==> config.mk <==
export PLATFORM = sky130hd
export DESIGN_NAME = flash_op_status_register
export DESIGN_NICKNAME = d
export VERILOG_FILES = /design/src/hw/flash_status_pkg.sv /design/src/hw/flash_op_status_register.sv /design/src/hw/partition_read_mode.sv
export SDC_FILE = /design/constraint.sdc
export NUM_CORES = 1
export LEC_CHECK = 0
export BUFFER_PORTS_ARGS = -buffer_cell sky130_fd_sc_hd__buf_2
export CAP_MARGIN = 10
export CORE_MARGIN = 10
export CORE_UTILIZATION = 40
export DETAILED_ROUTE_END_ITERATION = 7
export PLACE_DENSITY = 0.69
export RECOVER_POWER = 25
export SLEW_MARGIN = 20
export SYNTH_ARGS = -nofsm -noshare
export SYNTH_HDL_FRONTEND = slang
export SYNTH_SLANG_ARGS = --single-unit
==> constraint.sdc <==
create_clock -name i_clk_sys -period 2.3 [get_ports i_clk_sys]
set_clock_uncertainty 0.1 [all_clocks]
set_input_delay 0.46 -clock i_clk_sys [delete_from_list [all_inputs] [get_ports i_clk_sys]]
set_output_delay 0.46 -clock i_clk_sys [all_outputs]
set_load 0.01 [all_outputs]
==> src/hw/flash_status_pkg.sv <==
// Constants for the flash operation status word and its command decode
package flash_status_pkg;
  localparam int unsigned        NUM_PARTITIONS    = 8;
  localparam int unsigned        PART_SEL_W        = 3;
  localparam int unsigned        STATUS_W          = 16;
  localparam logic [15:0]        STATUS_RESET      = 16'h0080;
  // Command codes on the data bus
  localparam logic [15:0]        CMD_CLEAR_STATUS  = 16'h0050;
  localparam logic [15:0]        CMD_READ_STATUS   = 16'h0070;
  localparam logic [15:0]        CMD_READ_ARRAY    = 16'h00ff;
  localparam logic [15:0]        CMD_SUSPEND       = 16'h00b0;
  localparam logic [15:0]        CMD_WORD_PROGRAM  = 16'h0041;
  localparam logic [15:0]        CMD_BUF_PROGRAM   = 16'h00e9;
  localparam logic [15:0]        CMD_FACTORY_PROG  = 16'h0080;
  localparam logic [15:0]        CMD_BLOCK_ERASE   = 16'h0020;
  localparam logic [15:0]        CMD_BLANK_CHECK   = 16'h00bc;
  localparam logic [15:0]        CMD_CONFIG_SETUP  = 16'h0060;
  // Field positions of the status word
  localparam int unsigned        BIT_PART_STATUS   = 0;
  localparam int unsigned        BIT_LOCK_ERR      = 1;
  localparam int unsigned        BIT_PROG_SUSP     = 2;
  localparam int unsigned        BIT_SUPPLY_ERR    = 3;
  localparam int unsigned        BIT_PROG_ERR      = 4;
  localparam int unsigned        BIT_ERASE_ERR     = 5;
  localparam int unsigned        BIT_ERASE_SUSP    = 6;
  localparam int unsigned        BIT_READY         = 7;
  localparam int unsigned        BIT_REGION_LO     = 8;
  localparam int unsigned        BIT_REGION_HI     = 9;
  // Region program error codes, {bit9, bit8}
  localparam logic [1:0]         REGION_OK         = 2'h0;
  localparam logic [1:0]         REGION_CTRL_WRITE = 2'h2;
  localparam logic [1:0]         REGION_REWRITE    = 2'h1;
  localparam logic [1:0]         REGION_ILLEGAL    = 2'h3;
  // Operation error codes, {bit5, bit4}
  localparam logic [1:0]         OPERR_PROGRAM     = 2'h1;
  localparam logic [1:0]         OPERR_ERASE       = 2'h2;
  localparam logic [1:0]         OPERR_SEQUENCE    = 2'h3;
  typedef enum logic [1:0] {
    MODE_ARRAY,
    MODE_STATUS,
    MODE_OTHER
  } read_mode_t;
endpackage

==> src/hw/flash_op_status_register.sv <==
// Operation status word, clear/read-status commands and per-partition read modes
`timescale 1ns/1ps
module flash_op_status_register (
  input  wire logic                   i_clk_sys,
  input  wire logic                   i_reset,
  // Host bus, already in this clock domain
  input  wire logic                   i_bus_write,
  input  wire logic                   i_bus_read,
  input  wire logic [2:0]             i_bus_partition,
  input  wire logic [15:0]            i_bus_wdata,
  input  wire logic [15:0]            i_array_rdata,
  // Program/erase engine status
  input  wire logic                   i_engine_busy,
  input  wire logic [2:0]             i_engine_partition,
  input  wire logic                   i_erase_suspended,
  input  wire logic                   i_program_suspended,
  input  wire logic                   i_factory_program_active,
  // Engine error events, one-cycle pulses
  input  wire logic                   i_err_program,
  input  wire logic                   i_err_erase,
  input  wire logic                   i_err_sequence,
  input  wire logic                   i_err_lock,
  input  wire logic                   i_err_region_ctrl,
  input  wire logic                   i_err_region_rewrite,
  input  wire logic                   i_err_region_illegal,
  // Supply comparator pin, asynchronous
  input  wire logic                   i_supply_below_lockout,
  output logic [15:0]                 o_bus_rdata,
  output logic                        o_bus_rvalid,
  output logic                        o_suspend_request,
  output logic                        o_abort_request,
  output logic [15:0]                 o_op_status_word
);
  localparam int unsigned NP = flash_status_pkg::NUM_PARTITIONS;

  typedef struct packed {
    logic        supply_meta;
    logic        supply_sync;
    logic [1:0]  region_err;
    logic [1:0]  op_err;
    logic        supply_err;
    logic        lock_err;
    logic        busy_q;
    logic [15:0] rdata;
    logic        rvalid;
    logic        suspend_req;
    logic        abort_req;
    logic [15:0] status;
  } state_t;

  state_t state_ff;
  state_t nxt_state;

  flash_status_pkg::read_mode_t part_mode [NP];
  logic [NP-1:0]                set_status;
  logic [NP-1:0]                set_array;
  logic [NP-1:0]                set_other;

  logic        cmd_clear;
  logic        cmd_read_status;
  logic        cmd_auto_status;
  logic        cmd_read_array;
  logic        cmd_other_mode;
  logic        cmd_suspend;
  logic [15:0] status_now;
  logic        same_part;

  // Command decode; only a bare write of a known code has an effect
  always_comb begin
    cmd_clear       = i_bus_write && (i_bus_wdata == flash_status_pkg::CMD_CLEAR_STATUS);
    cmd_read_status = i_bus_write && (i_bus_wdata == flash_status_pkg::CMD_READ_STATUS);
    cmd_read_array  = i_bus_write && (i_bus_wdata == flash_status_pkg::CMD_READ_ARRAY);
    cmd_suspend     = i_bus_write && (i_bus_wdata == flash_status_pkg::CMD_SUSPEND);
    cmd_auto_status = i_bus_write &&
                      ((i_bus_wdata == flash_status_pkg::CMD_WORD_PROGRAM) ||
                       (i_bus_wdata == flash_status_pkg::CMD_BUF_PROGRAM)  ||
                       (i_bus_wdata == flash_status_pkg::CMD_FACTORY_PROG) ||
                       (i_bus_wdata == flash_status_pkg::CMD_BLOCK_ERASE)  ||
                       (i_bus_wdata == flash_status_pkg::CMD_BLANK_CHECK)  ||
                       (i_bus_wdata == flash_status_pkg::CMD_CONFIG_SETUP));
    cmd_other_mode  = 1'b0;
  end

  // Per-partition mode strobes; other partitions see nothing
  always_comb begin
    for (int p = 0; p < NP; p++) begin
      set_status[p] = (i_bus_partition == p[2:0]) &&
                      (cmd_clear || cmd_read_status || cmd_auto_status);
      set_array[p]  = (i_bus_partition == p[2:0]) && cmd_read_array;
      set_other[p]  = (i_bus_partition == p[2:0]) && cmd_other_mode;
    end
  end

  for (genvar g = 0; g < NP; g++) begin : g_part
    partition_read_mode u_mode (
      .i_clk_sys    (i_clk_sys),
      .i_reset      (i_reset),
      .i_set_status (set_status[g]),
      .i_set_array  (set_array[g]),
      .i_set_other  (set_other[g]),
      .o_mode       (part_mode[g])
    );
  end

  assign same_part = (i_engine_partition == i_bus_partition);

  // Status word assembled from live state and sticky errors
  always_comb begin
    status_now = '0;
    status_now[flash_status_pkg::BIT_REGION_HI:flash_status_pkg::BIT_REGION_LO] = state_ff.region_err;
    status_now[flash_status_pkg::BIT_READY]      = ~i_engine_busy;
    status_now[flash_status_pkg::BIT_ERASE_SUSP] = i_erase_suspended;
    status_now[flash_status_pkg::BIT_ERASE_ERR]  = state_ff.op_err[1];
    status_now[flash_status_pkg::BIT_PROG_ERR]   = state_ff.op_err[0];
    status_now[flash_status_pkg::BIT_SUPPLY_ERR] = state_ff.supply_err;
    status_now[flash_status_pkg::BIT_PROG_SUSP]  = i_program_suspended;
    status_now[flash_status_pkg::BIT_LOCK_ERR]   = state_ff.lock_err;
    // In factory programming bit zero shows the engine's own progress
    if (i_factory_program_active) begin
      status_now[flash_status_pkg::BIT_PART_STATUS] = i_engine_busy;
    end else begin
      status_now[flash_status_pkg::BIT_PART_STATUS] = i_engine_busy && !same_part;
    end
  end

  always_comb begin
    nxt_state = state_ff;
    nxt_state.supply_meta = i_supply_below_lockout;
    nxt_state.supply_sync = state_ff.supply_meta;
    nxt_state.busy_q      = i_engine_busy;

    // Clear first, so an event in the same cycle still sets its flag
    if (cmd_clear) begin
      nxt_state.region_err = flash_status_pkg::REGION_OK;
      nxt_state.op_err     = 2'h0;
      nxt_state.supply_err = 1'b0;
      nxt_state.lock_err   = 1'b0;
    end

    // Error flags only ever set by hardware
    if (i_err_region_illegal) begin
      nxt_state.region_err = nxt_state.region_err | flash_status_pkg::REGION_ILLEGAL;
    end
    if (i_err_region_ctrl) begin
      nxt_state.region_err = nxt_state.region_err | flash_status_pkg::REGION_CTRL_WRITE;
    end
    if (i_err_region_rewrite) begin
      nxt_state.region_err = nxt_state.region_err | flash_status_pkg::REGION_REWRITE;
    end
    if (i_err_region_illegal || i_err_region_ctrl || i_err_region_rewrite || i_err_program) begin
      nxt_state.op_err = nxt_state.op_err | flash_status_pkg::OPERR_PROGRAM;
    end
    if (i_err_erase) begin
      nxt_state.op_err = nxt_state.op_err | flash_status_pkg::OPERR_ERASE;
    end
    if (i_err_sequence) begin
      nxt_state.op_err = flash_status_pkg::OPERR_SEQUENCE;
    end
    if (i_err_lock) begin
      nxt_state.lock_err = 1'b1;
    end
    // Supply loss only matters while an operation runs
    if (state_ff.supply_sync && i_engine_busy) begin
      nxt_state.supply_err = 1'b1;
    end

    nxt_state.abort_req   = state_ff.supply_sync && i_engine_busy;
    nxt_state.suspend_req = cmd_suspend && i_engine_busy;

    // Reads follow the addressed partition's mode
    nxt_state.rvalid = i_bus_read;
    if (part_mode[i_bus_partition] == flash_status_pkg::MODE_STATUS) begin
      nxt_state.rdata = status_now;
    end else begin
      nxt_state.rdata = i_array_rdata;
    end
    nxt_state.status = status_now;
  end

  always_ff @(posedge i_clk_sys) begin
    if (i_reset) begin
      state_ff <= '{supply_meta: 1'b0, supply_sync: 1'b0, region_err: 2'h0, op_err: 2'h0,
                    supply_err: 1'b0, lock_err: 1'b0, busy_q: 1'b0, rdata: 16'h0000,
                    rvalid: 1'b0, suspend_req: 1'b0, abort_req: 1'b0,
                    status: flash_status_pkg::STATUS_RESET};
    end else begin
      state_ff <= nxt_state;
    end
  end

  assign o_bus_rdata       = state_ff.rdata;
  assign o_bus_rvalid      = state_ff.rvalid;
  assign o_suspend_request = state_ff.suspend_req;
  assign o_abort_request   = state_ff.abort_req;
  assign o_op_status_word  = state_ff.status;
endmodule

==> src/hw/partition_read_mode.sv <==
// One partition's read-mode tracker
`timescale 1ns/1ps
module partition_read_mode (
  input  wire logic                      i_clk_sys,
  input  wire logic                      i_reset,
  input  wire logic                      i_set_status,
  input  wire logic                      i_set_array,
  input  wire logic                      i_set_other,
  output flash_status_pkg::read_mode_t   o_mode
);
  typedef struct packed {
    flash_status_pkg::read_mode_t mode;
  } state_t;

  state_t state_ff;
  state_t nxt_state;

  always_comb begin
    nxt_state = state_ff;
    if (i_set_status) begin
      nxt_state.mode = flash_status_pkg::MODE_STATUS;
    end else if (i_set_array) begin
      nxt_state.mode = flash_status_pkg::MODE_ARRAY;
    end else if (i_set_other) begin
      nxt_state.mode = flash_status_pkg::MODE_OTHER;
    end
  end

  always_ff @(posedge i_clk_sys) begin
    if (i_reset) begin
      state_ff <= '{mode: flash_status_pkg::MODE_ARRAY};
    end else begin
      state_ff <= nxt_state;
    end
  end

  assign o_mode = state_ff.mode;
endmodule

==> results of run 1 <==
## power by group
part           internal, uW  switching (uW)
combinational          81.4            94.0
sequential              812            9.89
clock                   316             248
## worst max-delay path by stage
| stage | startpoint | endpoint | depth (start not counted) |
|---|---|---|---|
| floorplan | i_bus_wdata[10] | g_part[0].u_mode.o_mode[0] | 5 |
| global placement | i_bus_wdata[10] | g_part[0].u_mode.o_mode[0] | 6 |
| detailed placement | i_bus_wdata[10] | g_part[0].u_mode.o_mode[0] | 6 |
| CTS | i_bus_wdata[10] | g_part[1].u_mode.o_mode[0] | 6 |
| global route | i_bus_wdata[10] | g_part[1].u_mode.o_mode[0] | 6 |
| finish | i_bus_wdata[10] | g_part[1].u_mode.o_mode[0] | 6 |
## metal layers
layer / wire length, um / track usage [%] / vias up
met5: 0 / 0 / -
met1: 1980 / 12.4 / 721
met4: 77 / 4.31 / 0
met3: 281 / 3.70 / 8
met2: 2310 / 18.3 / 59
li1: - / - / 818
## registers in the layout, summed over array words and instances, names as in the netlist
register              count
o_bus_rvalid              1
o_op_status_word         10
o_suspend_request         1
g_part.u_mode.o_mode      8
o_bus_rdata              16
state_ff                  1
nxt_state                 7
o_abort_request           1
## cells in the mapped netlist, types with 2 or more instances
library cell,count
a211oi_1,2
a21oi_1,6
a41o_1,3
and3_1,7
buf_4,33
clkbuf_1,8
dfxtp_1,45
inv_1,3
mux2i_1,8
mux4_2,2
nand2_1,11
nand2b_1,3
nand3_1,3
nand4_1,3
nor2_1,17
nor2b_1,14
nor3_1,4
nor4_1,5
o211ai_1,3
o21ai_0,2
o41ai_1,3
or4_4,2
xor2_1,3
## placed cells by master (no fill, tap or decap), types with 3 or more instances in the layout
cell type / instances
nand2_1: 11
nor2b_1: 14
nand4_1: 3
nand3_1: 3
mux2i_1: 8
buf_2: 77
conb_1: 6
buf_4: 3
inv_1: 3
a41o_1: 3
and3_1: 7
o211ai_1: 3
a21oi_1: 6
dfxtp_1: 45
o41ai_1: 3
nor2_1: 17
clkbuf_8: 5
nand2b_1: 3
clkbuf_1: 7
nor4_1: 5
xor2_1: 3
nor3_1: 4
## worst min-delay path, stage by stage
cell      delay [ps]
buf_2             80
a211oi_1          40
nor2_1            70
## kinds of logic after synthesis
logic type	count (synthesis)	share of synthesized area, %
flip-flops	45	44.6
buffers and inverters	44	14.3
XOR/XNOR	3	1.30
AO/OA/AOI/OAI	27	9.67
AND/OR/NAND/NOR	79	22.6
other	1	0.186
multiplexers	11	7.32
## stage by stage
step | setup WS [ps] | hold slack [ps] | util [%] | instance area (sq um) | power, uW
finish | 364 | 281 | 49.8 | 2400 | 1560
global route | 202 | 286 | 49.8 | 2400 | 1640
CTS | 348 | 272 | 50.1 | 2410 | 1580
detailed placement | 82.9 | 336 | 48.0 | 2310 | 1020
global placement | 115 | 336 | 48.0 | 2310 | 1020
floorplan | 308 | 314 | - | 2040 | 961
## final cells by class
type | count | area [sq um] | share of cell area, %
repair buffers | 88 | 454 | 18.9
inverters | 3 | 11.3 | 0.469
clock inverters | 2 | 35.0 | 1.46
flip-flops and latches | 45 | 901 | 37.5
clock buffers | 5 | 68.8 | 2.87
well taps | 67 | 83.8 | 3.49
multi-input cells | 126 | 847 | 35.3
==> summary.md, run 1 <==
| Metric | Value |
|---|---|
| Layout cells sized above 1 | 36.8% |
| Overall Global Routing Usage | 10.9% |
| Syn Inst Count | 210 |
| Detailed Routing Iterations Pass 1 | 4 |
| Critical-path top delay cell | or4_4 |
| Layout net count | 323 |
| Worst-path cell chain | buf_2, nor4_4, nand3_1, or4_4, o211ai_1, o41ai_1 |
| Critical path class | in -> reg |
| Antenna Nets Post-Route | 0 |
| Chip height | 91.0 um |
| H-tree levels | 2 |
| Routed wire per std cell | 13.8 um |
| Clock-pin transition on the worst setup and hold timing paths | 80 ps |
| CP delay by family, top | simple AND/OR/NAND/NOR gates |
| Initial antenna violation count | 0 |
| Startpoint types | primary input |
| Final Hold Fails | 0 |
| Hold path start | i_err_erase |
| Iter 0 DRT Violations | 51 |
| Worst-path fanout max | 4 |
| Port Buf Inserts | 82 |
| R2R Path Start | g_part[3].u_mode.o_mode[0] |
| Fin crit period | 1940 ps |
| First-pass GRT wire length | 7.65 mm |
| Distinct cells, synth | 43 |
| Hold EP | nxt_state[5] |
| Hold Crit Depth | 3 |
| Post-CTS Setup Bufs | 0 |
| LEAKAGE | 0.00117 uW |
| Clk sink count | 45 |
| Core area | 0.00482 sq mm |
| Area Overhead vs Synth | 19.0% |
| Grt ovf | 0 |
| Setup TNS Final | 0 ps |
| Via count | 1,606 |
| Max stage delay on crit path | 600 ps |
| Row Count | 25 |
| R2R Setup Slk | 610 ps |
| Worst path bufs/invs | 1 |
| Largest net degree at the start of global routing | 28 |
| Max-slew headroom | 23.4% |
| Slew @ Worst Pin | 1150 ps |
| Dpl hpwl | 3.72 mm |
| Flops & latches, synth | 45 |
| Post-synth top area share | 44.6% |
| # placed instances | 329 |
| Seq/Total Area, Yosys | 44.6% |
| Antenna diodes | 0 |
| Longest Clk Path Bufs | 2 |
| Status | finished, final reports clean |
| Max frequency | 0.516 GHz |
| Clk_lat worst skew | 290 ps |
| Largest area contributor in the netlist | dfxtp_1 |
| Die W | 91.0 um |
| Hold crit path type | in -> reg |
| Root Driver | clkbuf_8 |
| YS warnings | 0 |
| RSZ-0062 raised after global routing | false |
| Vias in the first global route | 1,689 |
| Final setup fails | 0 |
| FFs w/ async S/R, synth | 0% |
| Final Max Tran Viols | 0 |
| WP data required | 2370 ps |
| DIE AREA | 0.00829 sq mm |
| EDFF count, synth | 0 |
| R2R depth | 5 |
| Setup crit end kind | flip-flop |
| Reg2reg end | o_bus_rdata[5] |
| Period utilisation layout | 84.2% |
| Starting Density | 41.9% |
| CTS resizes | 0 |
| CTS tree | built |
| Synth area leaders | dfxtp_1 45%, buf_4 12%, nor2b_1 4.3% |
| IO Count | 89 |
| Mapped Area | 0.00202 sq mm |
| Pwr dens | 650 mW/mm^2 |
| Synthesized area per cell | 9.61 sq um |
| Worst VDD drop | 0.281 mV |
| Post-Route WL | 4.65 mm |
| DRC viols | 0 |
| Hold-fix buffers, CTS | 0 |
| Synth Flop Type | dfxtp_1 |
| Layout Cells excl Fill | 336 |
| Total CTS buffers | 5 |
| Final GP Congestion | 0.812 |
| Vias per cell | 4.78 |
| Crit path DAT | 2010 ps |
| Filler instances | 508 |
| MaxCap Viol Count | 0 |
Note: power is estimated with default switching activity, not from simulation.
==> run 2, diff against run 1 <==
==> constraint.sdc (replaced) <==
create_clock -name i_clk_sys -period 1.8 [get_ports i_clk_sys]
set_clock_uncertainty 0.1 [all_clocks]
set_input_delay 0.36 -clock i_clk_sys [delete_from_list [all_inputs] [get_ports i_clk_sys]]
set_output_delay 0.36 -clock i_clk_sys [all_outputs]
set_load 0.01 [all_outputs]
==> summary.md, run 2 (synthesized netlist as in run 1, its figures left out) <==
| Metric | Value |
|---|---|
| Status | finished, final reports clean (unchanged) |
| Critical path class | in -> reg (unchanged) |
| Area Overhead vs Synth | 27.4% (was 19.0%) |
| Final instance area | 0.00257 sq mm (was 0.00240 sq mm) |
| Routed wire per std cell | 13.7 um (was 13.8 um) |
| Startpoint types | primary input (unchanged) |
| Via count | 1,706 (was 1,606) |
| Setup crit end kind | flip-flop (unchanged) |
| Utilization of the core after routing | 53.4% (was 49.8%) |
| Iter 0 DRT Violations | 50 (was 51) |
| Filler instances | 492 (was 508) |
| Final setup fails | 0 (unchanged) |
| Slew @ Worst Pin | 646 ps (was 1150 ps) |
| WP data required | 1880 ps (was 2370 ps) |
| Root Driver | clkbuf_8 (unchanged) |
| RSZ-0062 raised after global routing | false (unchanged) |
| Total CTS buffers | 5 (unchanged) |
| Detail Route met3 WL | 490 um (was 281 um) |
| IO Count | 89 (unchanged) |
| Vias per cell | 4.79 (was 4.78) |
| Initial antenna violation count | 0 (unchanged) |
| Row Count | 25 (unchanged) |
| Die W | 91.0 um (unchanged) |
| Clock-pin transition on the worst setup and hold timing paths | 90 ps (was 80 ps) |
| Critical-path top delay cell | or4_4 (unchanged) |
| Setup WS post-layout | 100 ps (was 364 ps) |
| Core area | 0.00482 sq mm (unchanged) |
| DIE AREA | 0.00829 sq mm (unchanged) |
| Worst path bufs/invs | 1 (unchanged) |
| Placed cell area | 0.00248 sq mm (was 0.00231 sq mm) |
| MaxCap Viol Count | 0 (unchanged) |
| Setup TNS Final | 0 ps (unchanged) |
| Largest net degree at the start of global routing | 28 (unchanged) |
| Top sig layer | met4 (unchanged) |
| Overall Global Routing Usage | 11.6% (was 10.9%) |
| Pwr dens | 756 mW/mm^2 (was 650 mW/mm^2) |
| Worst-path cell chain | buf_2, nor4_4, nand3_2, or4_4, o311ai_1, o21ai_1 (was buf_2, nor4_4, nand3_1, or4_4, o211ai_1, o41ai_1) |
| Fin crit period | 1700 ps |
| Grt ovf | 0 (unchanged) |
| Crit path DAT | 1780 ps (was 2010 ps) |
| Max frequency | 0.588 GHz |
| CP delay by family, top | simple AND/OR/NAND/NOR gates (unchanged) |
| Starting Density | 41.9% (unchanged) |
| Clk_lat worst skew | 290 ps (about the same) |
| Longest Clk Path Bufs | 2 (unchanged) |
| Max reg flops | 16 (unchanged) |
| Chip height | 91.0 um (unchanged) |
| First-pass GRT wire length | 8.14 mm (was 7.65 mm) |
| Final Max Tran Viols | 0 (unchanged) |
| Hold-fix buffers, CTS | 0 (unchanged) |
| Worst-path fanout max | 4 (unchanged) |
| Clk sink count | 45 (unchanged) |
| Detailed Routing Iterations Pass 1 | 4 (unchanged) |
| Leading cell type in the layout, fill and taps excluded | buf_2 (unchanged) |
| CTS tree | built (unchanged) |
| Period utilisation layout | 94.4% |
| WL met2 | 2.35 mm (was 2.31 mm) |
| WL met1 | 1.97 mm (was 1.98 mm) |
| Post-CTS Setup Bufs | 0 (unchanged) |
| Antenna diodes | 0 (unchanged) |
| Hold crit path type | in -> reg (unchanged) |
| Max stage delay on crit path | 480 ps (was 600 ps) |
| Layout cells sized above 1 | 42.9% (was 36.8%) |
| Layout net count | 342 (was 323) |
| Final Hold Fails | 0 (unchanged) |
| Antenna Nets Post-Route | 0 (unchanged) |
| Port Buf Inserts | 82 (unchanged) |
| DRC viols | 0 (unchanged) |
| LEAKAGE | 0.00126 uW (was 0.00117 uW) |
| Post-Route WL | 4.89 mm (was 4.65 mm) |
| Dpl hpwl | 3.93 mm (was 3.72 mm) |
| Final GP Congestion | 0.790 (was 0.812) |
| Worst VDD drop | 0.281 mV (about the same) |
| Max-slew headroom | 56.9% (was 23.4%) |
| Most frequent cells in the layout | 77 x buf_2, 45 x dfxtp_1, 22 x buf_4, 17 x nor2_1, 14 x nor2b_1 (was 77 x buf_2, 45 x dfxtp_1, 17 x nor2_1, 14 x nor2b_1, 11 x nand2_1) |
| Hold Slack | 172 ps (was 281 ps) |
| Vias in the first global route | 1,767 (was 1,689) |
| Dpl ws | -193 ps (was 82.9 ps) |
| H-tree levels | 2 (unchanged) |
run 2: what timing repair did:
item                       in CTS  in global routing
gates resized for setup         0                  1
hold endpoints to repair        0                  0
setup endpoints to repair       0                  2
run 2: through the flow:
stage	total power, uW	cells
3_3_place_gp	1330	348
6_report	1940	356
3_5_place_dp	1330	348
5_1_grt	2050	356
2_1_floorplan	1230	215
4_1_cts	1970	356
run 2: path summary, 6_finish.rpt:
path                         startpoint                    endpoint  slack (ps)  cells past startpoint
min reg2reg               nxt_state[42]                state_ff[42]         360                      1
max reg2reg  g_part[6].u_mode.o_mode[0]              o_bus_rdata[4]         140                      5
max                     i_bus_wdata[15]  g_part[0].u_mode.o_mode[0]         100                      6
min                          i_bus_read                o_bus_rvalid         170                      2
run 2: layer usage:
metal,vias up,global-route usage [%]
li1,853,-
met3,6,5.84
met5,-,0
met1,777,12.7
met4,0,4.18
met2,70,18.9
run 2: power breakdown:
part	switching [uW]	total, uW	internal (uW)
logic	128	255	127
registers	13.0	1050	1040
clock network	358	638	280
total	499	1940	1440
run 2: area by class of cell:
| cell class | instances | area [sq um] | area share (%) |
|---|---|---|---|
| clock buffers | 5 | 68.8 | 2.68 |
| well taps | 67 | 83.8 | 3.26 |
| flip-flops and latches | 45 | 901 | 35.0 |
| inverters | 3 | 11.3 | 0.438 |
| clock inverters | 3 | 25.0 | 0.973 |
| repair buffers | 107 | 613 | 23.8 |
| multi-input cells | 126 | 868 | 33.8 |
